===== src/core/srg_pkg.sv =====
// shared constants and types for the serial register gate link
// assumes a 200 MHz system clock on both ends of the link
`default_nettype none
package srg_pkg;
	localparam int CLK_PERIOD_NS = 5;
	localparam int SCK_PERIOD_NS = 160;
	localparam int SCK_HALF_CYC = SCK_PERIOD_NS / (2 * CLK_PERIOD_NS);
	localparam logic [4:0] HALF_LAST = 5'(SCK_HALF_CYC - 1);

	localparam int FRAME_BITS = 16;
	localparam int ADDR_W = 5;
	localparam int DATA_W = 8;
	localparam int NUM_BANKS = 15;
	localparam int NUM_GATES = 4;
	localparam int NUM_FAULTS = 7;

	localparam int ADDR_MSB = 15;
	localparam int ADDR_LSB = 11;
	localparam int WR_BIT = 10;
	localparam int DATA_MSB = 8;
	localparam int DATA_LSB = 1;
	localparam int FF_BIT = 15;
	localparam logic [4:0] CNT_FULL = 5'h10;
	localparam logic [4:0] CNT_OVER = 5'h11;

	localparam logic [ADDR_W-1:0] ADDR_STATUS = 5'h00;
	localparam logic [ADDR_W-1:0] ADDR_DIAG = 5'h04;
	localparam logic [ADDR_W-1:0] ADDR_GATE = 5'h07;
	localparam logic [ADDR_W-1:0] ADDR_LIMIT = 5'h0F;
	localparam int DIAG_SE = 0;

	localparam int IX_STB = 0;
	localparam int IX_SCK = 1;
	localparam int IX_SDI = 2;
	localparam logic [2:0] SYNC_IDLE = 3'h3;

	localparam int APB_AW = 12;
	localparam logic [APB_AW-1:0] HREG_CMD = 12'h000;
	localparam logic [APB_AW-1:0] HREG_STAT = 12'h004;
	localparam logic [APB_AW-1:0] HREG_RX = 12'h008;
	localparam int CMD_WR_BIT = 13;
	localparam int CMD_ADDR_LSB = 8;
	localparam int STAT_BUSY = 0;
	localparam int STAT_DONE = 1;
	localparam int STAT_PAR_OK = 2;

	typedef enum {HS_IDLE, HS_LEAD, HS_LOW, HS_HIGH, HS_GAP} srg_hstate_t;

	// odd parity over the fifteen leading frame bits
	function automatic logic srg_odd_par(input logic [FRAME_BITS-2:0] v);
		return ~^v;
	endfunction : srg_odd_par
endpackage : srg_pkg
`default_nettype wire


===== src/core/srg_link_if.sv =====
// serial link between the host controller and the register device
// the bench resolves nothing: sdo is worked out here from the enable
`timescale 1ns/1ps
`default_nettype none
interface srg_link_if;
	logic serial_strobe_n;
	logic sck;
	logic sdi;
	logic sdo_out;
	logic sdo_oe;
	wire sdo;

	// a released line reads inverted, so a late sample shows up as a wrong bit
	assign sdo = sdo_oe ? sdo_out : ~sdo_out;

	modport dev (
		input serial_strobe_n,
		input sck,
		input sdi,
		output sdo_out,
		output sdo_oe
	);
	modport host (
		output serial_strobe_n,
		output sck,
		output sdi,
		input sdo
	);
endinterface : srg_link_if
`default_nettype wire


===== src/core/srg_device.sv =====
// register device end of the serial link: frame receive, reply shift,
// diagnostic latch and the four floating gate driver controls
// assumes link pins are asynchronous and sck is far slower than sys_clk
// limitation: each reply carries the answer to the frame before it
`timescale 1ns/1ps
`default_nettype none
module srg_device (
	input wire logic sys_clk,
	input wire logic nrst,
	srg_link_if.dev link,
	input wire logic [srg_pkg::NUM_FAULTS-1:0] fault_src,
	input wire logic main_rail_fault,
	output logic [srg_pkg::NUM_GATES-1:0] gate_drive_out,
	output logic fault_output_n,
	output logic main_rail_reset_n,
	output logic serial_error_flag
);
	import srg_pkg::*;

	typedef struct packed {
		logic [2:0] s1;
		logic [2:0] s2;
		logic [2:0] prev;
		logic [NUM_FAULTS:0] f1;
		logic [NUM_FAULTS:0] f2;
		logic [FRAME_BITS-1:0] rx;
		logic [4:0] cnt;
		logic [FRAME_BITS-1:0] tx;
		logic sdo_oe;
		logic last_wr;
		logic [ADDR_W-1:0] last_addr;
		logic [NUM_BANKS-1:0][DATA_W-1:0] bank;
		logic [DATA_W-1:0] diag;
		logic ffo_n;
		logic rail_n;
	} srg_dev_st_t;

	localparam srg_dev_st_t DEV_RST = '{
		s1: SYNC_IDLE,
		s2: SYNC_IDLE,
		prev: SYNC_IDLE,
		ffo_n: 1'b1,
		default: '0
	};

	srg_dev_st_t st_r;
	srg_dev_st_t st_nxt;

	logic stb_low;
	logic stb_fall;
	logic stb_rise;
	logic sck_rise;
	logic sck_fall;
	logic ff;
	logic commit;
	logic frame_err;
	logic rx_wr;
	logic [ADDR_W-1:0] rx_addr;
	logic [DATA_W-1:0] rx_data;
	logic [DATA_W-1:0] rd_data;
	logic [DATA_W-1:0] status_byte;
	logic [FRAME_BITS-2:0] reply_body;

	// edges come from the second stage and its delayed copy only
	assign stb_low = ~st_r.s2[IX_STB];
	assign stb_fall = st_r.prev[IX_STB] & ~st_r.s2[IX_STB];
	assign stb_rise = ~st_r.prev[IX_STB] & st_r.s2[IX_STB];
	assign sck_rise = ~st_r.prev[IX_SCK] & st_r.s2[IX_SCK];
	assign sck_fall = st_r.prev[IX_SCK] & ~st_r.s2[IX_SCK];

	// fault flag is the or of the whole diagnostic byte, so it clears with it
	assign ff = |st_r.diag;
	assign rx_wr = st_r.rx[WR_BIT];
	assign rx_addr = st_r.rx[ADDR_MSB:ADDR_LSB];
	assign rx_data = st_r.rx[DATA_MSB:DATA_LSB];

	// good frame needs exactly sixteen rises and odd weight overall
	assign commit = stb_rise & (st_r.cnt == CNT_FULL) & (^st_r.rx);
	assign frame_err = stb_rise & ~commit;

	// rail fault takes bit 6; the top live fault input does not fit the byte
	assign status_byte = {ff, st_r.f2[NUM_FAULTS], st_r.f2[NUM_FAULTS-2:0]};

	always_comb
	begin
		// addresses at or above the limit read back as zero
		rd_data = '0;
		if (st_r.last_addr == ADDR_STATUS)
		begin
			rd_data = status_byte;
		end
		else if (st_r.last_addr == ADDR_DIAG)
		begin
			rd_data = st_r.diag;
		end
		else if (st_r.last_addr < ADDR_LIMIT)
		begin
			rd_data = st_r.bank[st_r.last_addr[3:0]];
		end
	end

	// reply reflects the previous committed frame; fault flag always leads
	assign reply_body = {ff, 6'h00, st_r.last_wr ? st_r.diag : rd_data};

	always_comb
	begin
		st_nxt = st_r;
		st_nxt.s1 = {link.sdi, link.sck, link.serial_strobe_n};
		st_nxt.s2 = st_r.s1;
		st_nxt.prev = st_r.s2;
		// fault inputs are asynchronous levels: two stages before any use
		st_nxt.f1 = {main_rail_fault, fault_src};
		st_nxt.f2 = st_r.f1;

		if (stb_low && sck_rise)
		begin
			st_nxt.rx = {st_r.rx[FRAME_BITS-2:0], st_r.s2[IX_SDI]};
			// saturate so any extra edge still reads as too many
			if (st_r.cnt != CNT_OVER)
			begin
				st_nxt.cnt = st_r.cnt + 5'h01;
			end
		end
		// count restarts at every frame end, good or bad
		if (stb_rise)
		begin
			st_nxt.cnt = '0;
		end

		// enable follows the synchronised strobe, so release lags the pin
		st_nxt.sdo_oe = stb_low;
		if (stb_fall)
		begin
			st_nxt.tx = {reply_body, srg_odd_par(reply_body)};
		end
		else if (stb_low && sck_fall)
		begin
			st_nxt.tx = {st_r.tx[FRAME_BITS-2:0], 1'b0};
		end

		// set wins: a fault in the commit cycle survives the reset
		st_nxt.diag = (commit ? '0 : st_r.diag) | {st_r.f2[NUM_FAULTS-1:0], 1'b0};
		// serial error survives a failed frame; only a good frame clears it
		if (frame_err)
		begin
			st_nxt.diag[DIAG_SE] = 1'b1;
		end

		if (commit)
		begin
			st_nxt.last_wr = rx_wr;
			st_nxt.last_addr = rx_addr;
			// status and diagnostics are not plain storage
			if (rx_wr && (rx_addr < ADDR_LIMIT) && (rx_addr != ADDR_STATUS)
				&& (rx_addr != ADDR_DIAG))
			begin
				st_nxt.bank[rx_addr[3:0]] = rx_data;
			end
		end

		// live faults only: a latched but recovered fault does not hold the pin
		st_nxt.ffo_n = ~(|st_r.f2[NUM_FAULTS-1:0]);
		st_nxt.rail_n = ~st_r.f2[NUM_FAULTS];
	end

	// whole state in one register; reset values come from the constant above
	always_ff @(posedge sys_clk or negedge nrst)
	begin
		if (!nrst)
		begin
			st_r <= DEV_RST;
		end
		else
		begin
			st_r <= st_nxt;
		end
	end

	assign link.sdo_out = st_r.tx[FF_BIT];
	assign link.sdo_oe = st_r.sdo_oe;
	// one drives the upper half on, zero the lower half
	assign gate_drive_out = st_r.bank[ADDR_GATE[3:0]][NUM_GATES-1:0];
	assign fault_output_n = st_r.ffo_n;
	assign main_rail_reset_n = st_r.rail_n;
	assign serial_error_flag = st_r.diag[DIAG_SE];
endmodule : srg_device
`default_nettype wire


===== src/flat_wrapper.sv =====
// flat-port wrapper written by rule: the top's interface ports become plain ports
module srg_device_flat import srg_pkg::*;
  (sys_clk, nrst, fault_src, main_rail_fault, gate_drive_out, fault_output_n, main_rail_reset_n, serial_error_flag, link_serial_strobe_n, link_sck, link_sdi, link_sdo_out, link_sdo_oe);
  srg_link_if link_i ();
  input wire logic sys_clk;
  input wire logic nrst;
  input wire logic [srg_pkg::NUM_FAULTS-1:0] fault_src;
  input wire logic main_rail_fault;
  output logic [srg_pkg::NUM_GATES-1:0] gate_drive_out;
  output logic fault_output_n;
  output logic main_rail_reset_n;
  output logic serial_error_flag;
  input wire logic [$bits(link_i.serial_strobe_n)-1:0] link_serial_strobe_n;
  input wire logic [$bits(link_i.sck)-1:0] link_sck;
  input wire logic [$bits(link_i.sdi)-1:0] link_sdi;
  output wire logic [$bits(link_i.sdo_out)-1:0] link_sdo_out;
  output wire logic [$bits(link_i.sdo_oe)-1:0] link_sdo_oe;
  assign link_i.serial_strobe_n = link_serial_strobe_n;
  assign link_i.sck = link_sck;
  assign link_i.sdi = link_sdi;
  assign link_sdo_out = link_i.sdo_out;
  assign link_sdo_oe = link_i.sdo_oe;
  srg_device u_core (.sys_clk(sys_clk), .nrst(nrst), .link(link_i), .fault_src(fault_src), .main_rail_fault(main_rail_fault), .gate_drive_out(gate_drive_out), .fault_output_n(fault_output_n), .main_rail_reset_n(main_rail_reset_n), .serial_error_flag(serial_error_flag));
endmodule

===== config.mk =====
export PLATFORM = sky130hd
export DESIGN_NAME = srg_device_flat
export DESIGN_NICKNAME = d
export VERILOG_FILES = /design/src/core/srg_pkg.sv /design/src/core/srg_link_if.sv /design/src/core/srg_device.sv /design/src/flat_wrapper.sv
export SDC_FILE = /design/constraint.sdc
export NUM_CORES = 1
export LEC_CHECK = 0
export ABC_AREA = 1
export BUFFER_PORTS_ARGS = -buffer_cell sky130_fd_sc_hd__buf_2
export CELL_PAD_IN_SITES_DETAIL_PLACEMENT = 0
export CELL_PAD_IN_SITES_GLOBAL_PLACEMENT = 1
export CORE_UTILIZATION = 30
export DETAILED_ROUTE_END_ITERATION = 12
export PLACE_DENSITY_LB_ADDON = 0.1
export SKIP_LAST_GASP = 1
export SLEW_MARGIN = 20
export SYNTH_ARGS = -nofsm -noshare
export SYNTH_HDL_FRONTEND = slang
export SYNTH_SLANG_ARGS = --single-unit

===== constraint.sdc =====
create_clock -name sys_clk -period 2.85 [get_ports sys_clk]
set_clock_uncertainty 0.15 [all_clocks]
set_input_delay 0 -clock sys_clk [delete_from_list [all_inputs] [get_ports sys_clk]]
set_output_delay 0 -clock sys_clk [all_outputs]
set_load 0.05 [all_outputs]

======== Word level (Yosys, flattened, before mapping) ========
Index checks and enable logic that the tools add are counted.
cells by class
  $add $sub $neg .......................... 1
  magnitude comparators ................... 5
  equal/unequal tests ..................... 4
  multiplexer cells ....................... 16
  bitwise logic cells ..................... 15
  reductions and logical operators ........ 17
operators with widths
  operator               number
  $bwmux W120            1
  $mux W8                7
  $bmux W8 S4            1
  $demux W8 S4           1
  $mux W16               2
  $reduce_xor A16 Y1     1
  $mux W5                3
  $reduce_xnor A15 Y1    1
  $lt A4 B5 Y1 const B   2
  $lt A5 B4 Y1 const B   2
  $or A8 B8 Y8           1
  $reduce_or A8 Y1       1
  $and A1 B1 Y1          7
  $not A1 Y1             7
  $reduce_or A7 Y1       1
  $logic_and A1 B1 Y1    6
  $reduce_bool A2 Y1     3
  $add A5 B1 Y5 const B  1
  $eq A5 B3 Y1 const B   1
  $eq A5 B5 Y1 const B   1
  $logic_not A5 Y1       1
  $ne A5 B3 Y1 const B   1
  $ne A5 B5 Y1 const B   1
  $reduce_bool A5 Y1     1
  3 further kinds        4
storage, ports and cells
  flip-flop bits (word level) ............. 198
  input port bits ......................... 13
  output and inout bits ................... 9
  logic and storage cells ................. 87

======== Depth between registers and ports, before layout ========
  depth after elaboration ................. 8
  gate-level depth with buffers ........... 24
  gate-level depth less buffers ........... 22

======== Worst setup path before layout ========
No wires, ideal clock.
  path type ............................... reg-to-reg
  start ................................... reg u_core.st_r, in the netlist u_core.rx_addr[2]
  end ..................................... reg u_core.st_r[55] (netlist bit)
  setup time .............................. 0.133 ns
  data arrival time ....................... 2.326 ns
  required time ........................... 2.567 ns
  slack ................................... 0.241 ns
  stages on the path, launching flop included .. 14
  buffers on the path ..................... 1
  period minus slack after synthesis ...... 2.609 ns
  cell sequence ........................... dfrtp_1 -> ha_1 -> xnor2_1 -> xnor2_1 -> xor2_1 -> xnor2_1 -> nand2_2 -> inv_4 -> nand2_4 -> nor3_4 -> nand2_1 -> buf_6 -> nand2_1 -> o21ai_0
between the ends
  cells in the longest elaborated chain, start to end .. 5
  elaborated cells between the ends (all ways) .. 15
  classes of those cells .................. 3 x order compare; 1 x eq/ne; 3 x mux; 1 x bitwise; 7 x reduce/logical
ends and longest elaborated chain
  what                                                                         line                                  RTL
  start, declared                                                              srg_device.sv:46                      srg_dev_st_t st_r;
  start signal, assigned                                                       srg_device.sv:175                     st_r <= st_nxt;
  $lt A4 B5 Y1 (implied by the code), or another cell as far along             srg_device.sv:157                     st_nxt.bank[rx_addr[3:0]] = rx_data;
  $logic_and A1 B1 Y1, on equally long branches                                srg_device.sv:157, srg_device.sv:154
  $mux W8 (implied by the code) / $logic_and A1 B1 Y1 (equally long branches)  srg_device.sv:157, srg_device.sv:154
  $demux W8 S4 / $logic_and A1 B1 Y1 (equally long branches)                   n/a
  $bwmux W120 / $reduce_and A2 Y1 (equally long branches)                      n/a
Several ways; a longest one is shown, not always the timed one.
A chain may end at the register's enable or synchronous reset.

======== Worst setup path in the final report ========
  start ................................... reg u_core.st_r[130] (netlist bit)
  end ..................................... reg u_core.st_r[137] (netlist bit)
between the ends
  cells in the longest elaborated chain, start to end .. 8
  elaborated cells between the ends (all ways) .. 11
  classes of those cells .................. 1 x order compare; 1 x eq/ne; 7 x mux; 2 x reduce/logical
ends and longest elaborated chain
  what                           line               RTL
  $bmux W8 S4                    srg_device.sv:98   rd_data = st_r.bank[st_r.last_addr[3:0]];
  $mux W8 (implied by the code)  srg_device.sv:98
  $mux W8                        srg_device.sv:96   else if (st_r.last_addr < ADDR_LIMIT)
  $mux W8                        srg_device.sv:92   else if (st_r.last_addr == ADDR_DIAG)
  $mux W8 *                      srg_device.sv:88   if (st_r.last_addr == ADDR_STATUS)
  $mux W8 *                      srg_device.sv:103  assign reply_body = {ff, 6'h00, st_r.last_wr ? st_r.diag : rd_data};
  $reduce_xnor A15 Y1 *          srg_pkg.sv:51      return ~^v;
  $mux W16 *                     srg_device.sv:132  if (stb_fall)
Mark *: on every way between the ends. The rest lies on a longest branch, timed or not. The select of a mux whose other input is x is not followed.

==> out/metrics.yaml <==
dpl_cell_area_sq_um: 9740
clockBufferDepth: 2
path_max_fanout: 12
reg2reg_slack_ns: 0.23
core-area_sq_um: 29900
rows: 63
grt_overflow: 0
final-max-slew-violation-count: 0
hold_class: "in -> async"
netlist_area_sq_um: 9170
status: "finished, violations left"
start_util_pct: 30.7
path_clk_slew_ns: 0.07
grt_pass1_wl_um: 40700
fmax_ghz: 0.381
htreeDepth: 4
reg2reg_from: "u_core.st_r[130]$_DFFE_PN0P_"
die_w_um: 177
fp.dieArea_sq_um: 31300
grt_usage_pct: 17.3
syn_inst: 1133
cts_inserted_buffers: 17
power-per-cell-area_nw_per_um2: 540
chipHeight_um: 177
num_vias: 7087
stdcell_count: 1571
wirelength_um: 25800
grt_pass1_vias: 6982
antenna_found_initial: 0
ys_ff_latch: 198
grt_max_degree: 72
final_nets: 1185
synthArstFlopShare_pct: 100
cts_tree: "done"
placed_cells: 1510
crit_arrival_ns: 2.81
worstSetupEndpointType: "flip-flop"
first_iter_violations: 386
final_area_sq_um: 10800
ios: 22
io_buffers: 21
synth-edff-count: 0
rsz0062_at_grt: "yes"
slew_headroom_pct: 46.1
final_layout_size_suffix_gt1_share_pct: 13.5
finalCriticalPeriod_ns: 2.62
r2r_cells: 21
start_kind: "flip-flop"
hpwlAfterDp_um: 17100
cts.sinks: 198
criticalPathCategory: "reg -> reg"
syn_nets: 1151
viasPerCell: 4.51
worst_pin_slew_ns: 0.805
p_leak_nw: 5.16
r2r-end: "u_core.st_r[137]$_DFFE_PN0P_"
fillCellCount: 3168
first_pass_iters: 5
critical_path_required_ns: 3.03
finalCritPeriodShare_pct: 92.0
clock_latency_ns: 0.45
drc_errors: 0
synth_warnings: 0
maxCapViolations: 0
gp_congestion: 0.770
cts-root-buf: "clkbuf_16"
violations: "hold timing"
yosysSeqAreaShare_pct: 54.2
finalHoldViolCount: 9
synthFlopType: "dfrtp_1"
setup_tns_ns: 0
hold_ws_ns: -0.0263
peakVddDrop_uv: 412
ant_nets: 0
yosys.cell_types.count: 39
setup_viol: 0
drt-wirelength-per-cell_um: 16.4
synth_area_per_cell_sq_um: 8.09
synthToLayoutAreaGrowth_pct: 17.4
-- worst max-delay path, stage by stage (launching register included) --
cell     delay [ns]
dfrtp_2        0.46
buf_4          0.16
buf_12         0.14
nor2_4         0.12
buf_8          0.15
nand2_1        0.05
nand3_1        0.11
nand3_1        0.14
nand2_1        0.13
nand2_1        0.08
nand2_2        0.11
nand2_1        0.08
nand2_2        0.09
nand2_1        0.07
nand2_2        0.07
nand2_1        0.05
nand2_1        0.07
nand2_1        0.07
nand2_1        0.06
nand2_1        0.04
nand3_1        0.06
nand2_1        0.05
-- synthesized netlist by cell type, drive strengths merged (5+ instances only) --
cell type    n  share of area [%]
dfstp        7                2.0
o21ai      158                8.6
inv        118                4.9
nor3         6               0.57
buf         24                1.7
nand3       45                2.5
nand4       11                1.6
or2          6               0.41
ha           5               0.68
a21oi       26                1.4
dfrtp      191                 52
nor2        42                1.7
clkbuf      42                1.7
nand2      422                 17
xnor2       11                1.1
-- report_power, final --
group / internal (mW) / switching [mW] / leakage, nW
Combinational: 0.150 / 0.384 / 2.27
Clock: 1.17 / 1.18 / 0.267
Sequential: 2.89 / 0.0477 / 2.62
Total: 4.21 / 1.61 / 5.16
-- routing by layer --
metal	wire, um	GRT usage, %	share of wire [%]	vias up
met3	564	3.03	2.2	21
met1	13400	25.5	52	3377
li1	-	-	-	3618
met2	11400	25.9	44	71
met4	356	4.78	1.4	0
met5	0	0	0	-
-- how the worst max path moves through the flow --
stage                             startpoint                           end  slack, ns  cells after the start
2_1_floorplan  u_core.rx_addr[2]$_DFFE_PN0P_   u_core.st_r[55]$_DFFE_PN0P_       0.24                     13
3_3_place_gp   u_core.rx_addr[4]$_DFFE_PN0P_   u_core.st_r[62]$_DFFE_PN0P_       0.06                     13
3_5_place_dp   u_core.rx_addr[4]$_DFFE_PN0P_   u_core.st_r[65]$_DFFE_PN0P_       0.08                     13
4_1_cts        u_core.rx_addr[4]$_DFFE_PN0P_   u_core.st_r[65]$_DFFE_PN0P_       0.07                     13
5_1_grt        u_core.rx_addr[4]$_DFFE_PN0P_   u_core.st_r[29]$_DFFE_PN0P_      -0.03                     13
6_report        u_core.st_r[130]$_DFFE_PN0P_  u_core.st_r[137]$_DFFE_PN0P_       0.23                     21
-- kinds of logic (layout without fill, tap and decap cells) --
group	count (synthesis)	in the layout	share of synthesized area [%]
and+or+nand+nor	534	534	24.4
DFF	198	198	54.2
AOI/OAI and AO/OA	197	197	11.1
buffers and inverters	186	233	8.46
xor gates and xnor gates	13	13	1.24
adders and majority gates	5	5	0.683
other	0	1	0
-- sequential cells by signal (all words and copies together), names as in the netlist --
signal,flops
u_core.st_nxt,14
u_core.st_r,161
u_core.rx_data,8
u_core.serial_error_flag,1
u_core.link.sdo_out,1
u_core.main_rail_reset_n,1
u_core.gate_drive_out,4
u_core.fault_output_n,1
u_core.rx_addr,5
u_core.rx_wr,1
u_core.link.sdo_oe,1
-- repair_timing --
action | in CTS | in global routing
resized for setup | 0 | 52
hold buffers | 12 | 0
endpoints found under the setup margin | 0 | 49
buffers inserted | 0 | 14
endpoints found under the hold margin | 193 | 0
-- placed cells by master, fill, tap and decap left out, types with 19 or more instances in the layout --
| master | count |
|---|---|
| dfrtp_1 | 190 |
| nand2_1 | 401 |
| a21oi_1 | 22 |
| inv_1 | 113 |
| buf_4 | 34 |
| buf_2 | 20 |
| nand3_1 | 43 |
| clkbuf_16 | 19 |
| o21ai_0 | 138 |
| nor2_1 | 41 |
-- area by class of cell --
cell class,count,area [sq um],area share (%)
clock buffer,19,443,4.12
sequential,198,4960,46.1
inverter,120,470,4.37
timing repair buffer,81,748,6.95
clock inverter,13,114,1.06
antenna,1,2.50,0.0233
multi-input combinational,749,3530,32.8
tap,390,488,4.53
-- stage by stage --
step	util [%]	worst slack (ns)	hold slack, ns	total power [mW]
after floorplan	-	0.241	-0.446	3.28
after global routing	36.0	-0.0295	0.0197	6.07
after detailed placement	32.6	0.0818	-0.0702	3.53
final	36.0	0.228	-0.0263	5.81
after global placement	32.6	0.0642	-0.0681	3.53
after CTS	34.9	0.0653	0.00636	5.91
Note: power is estimated with default switching activity, not from simulation.
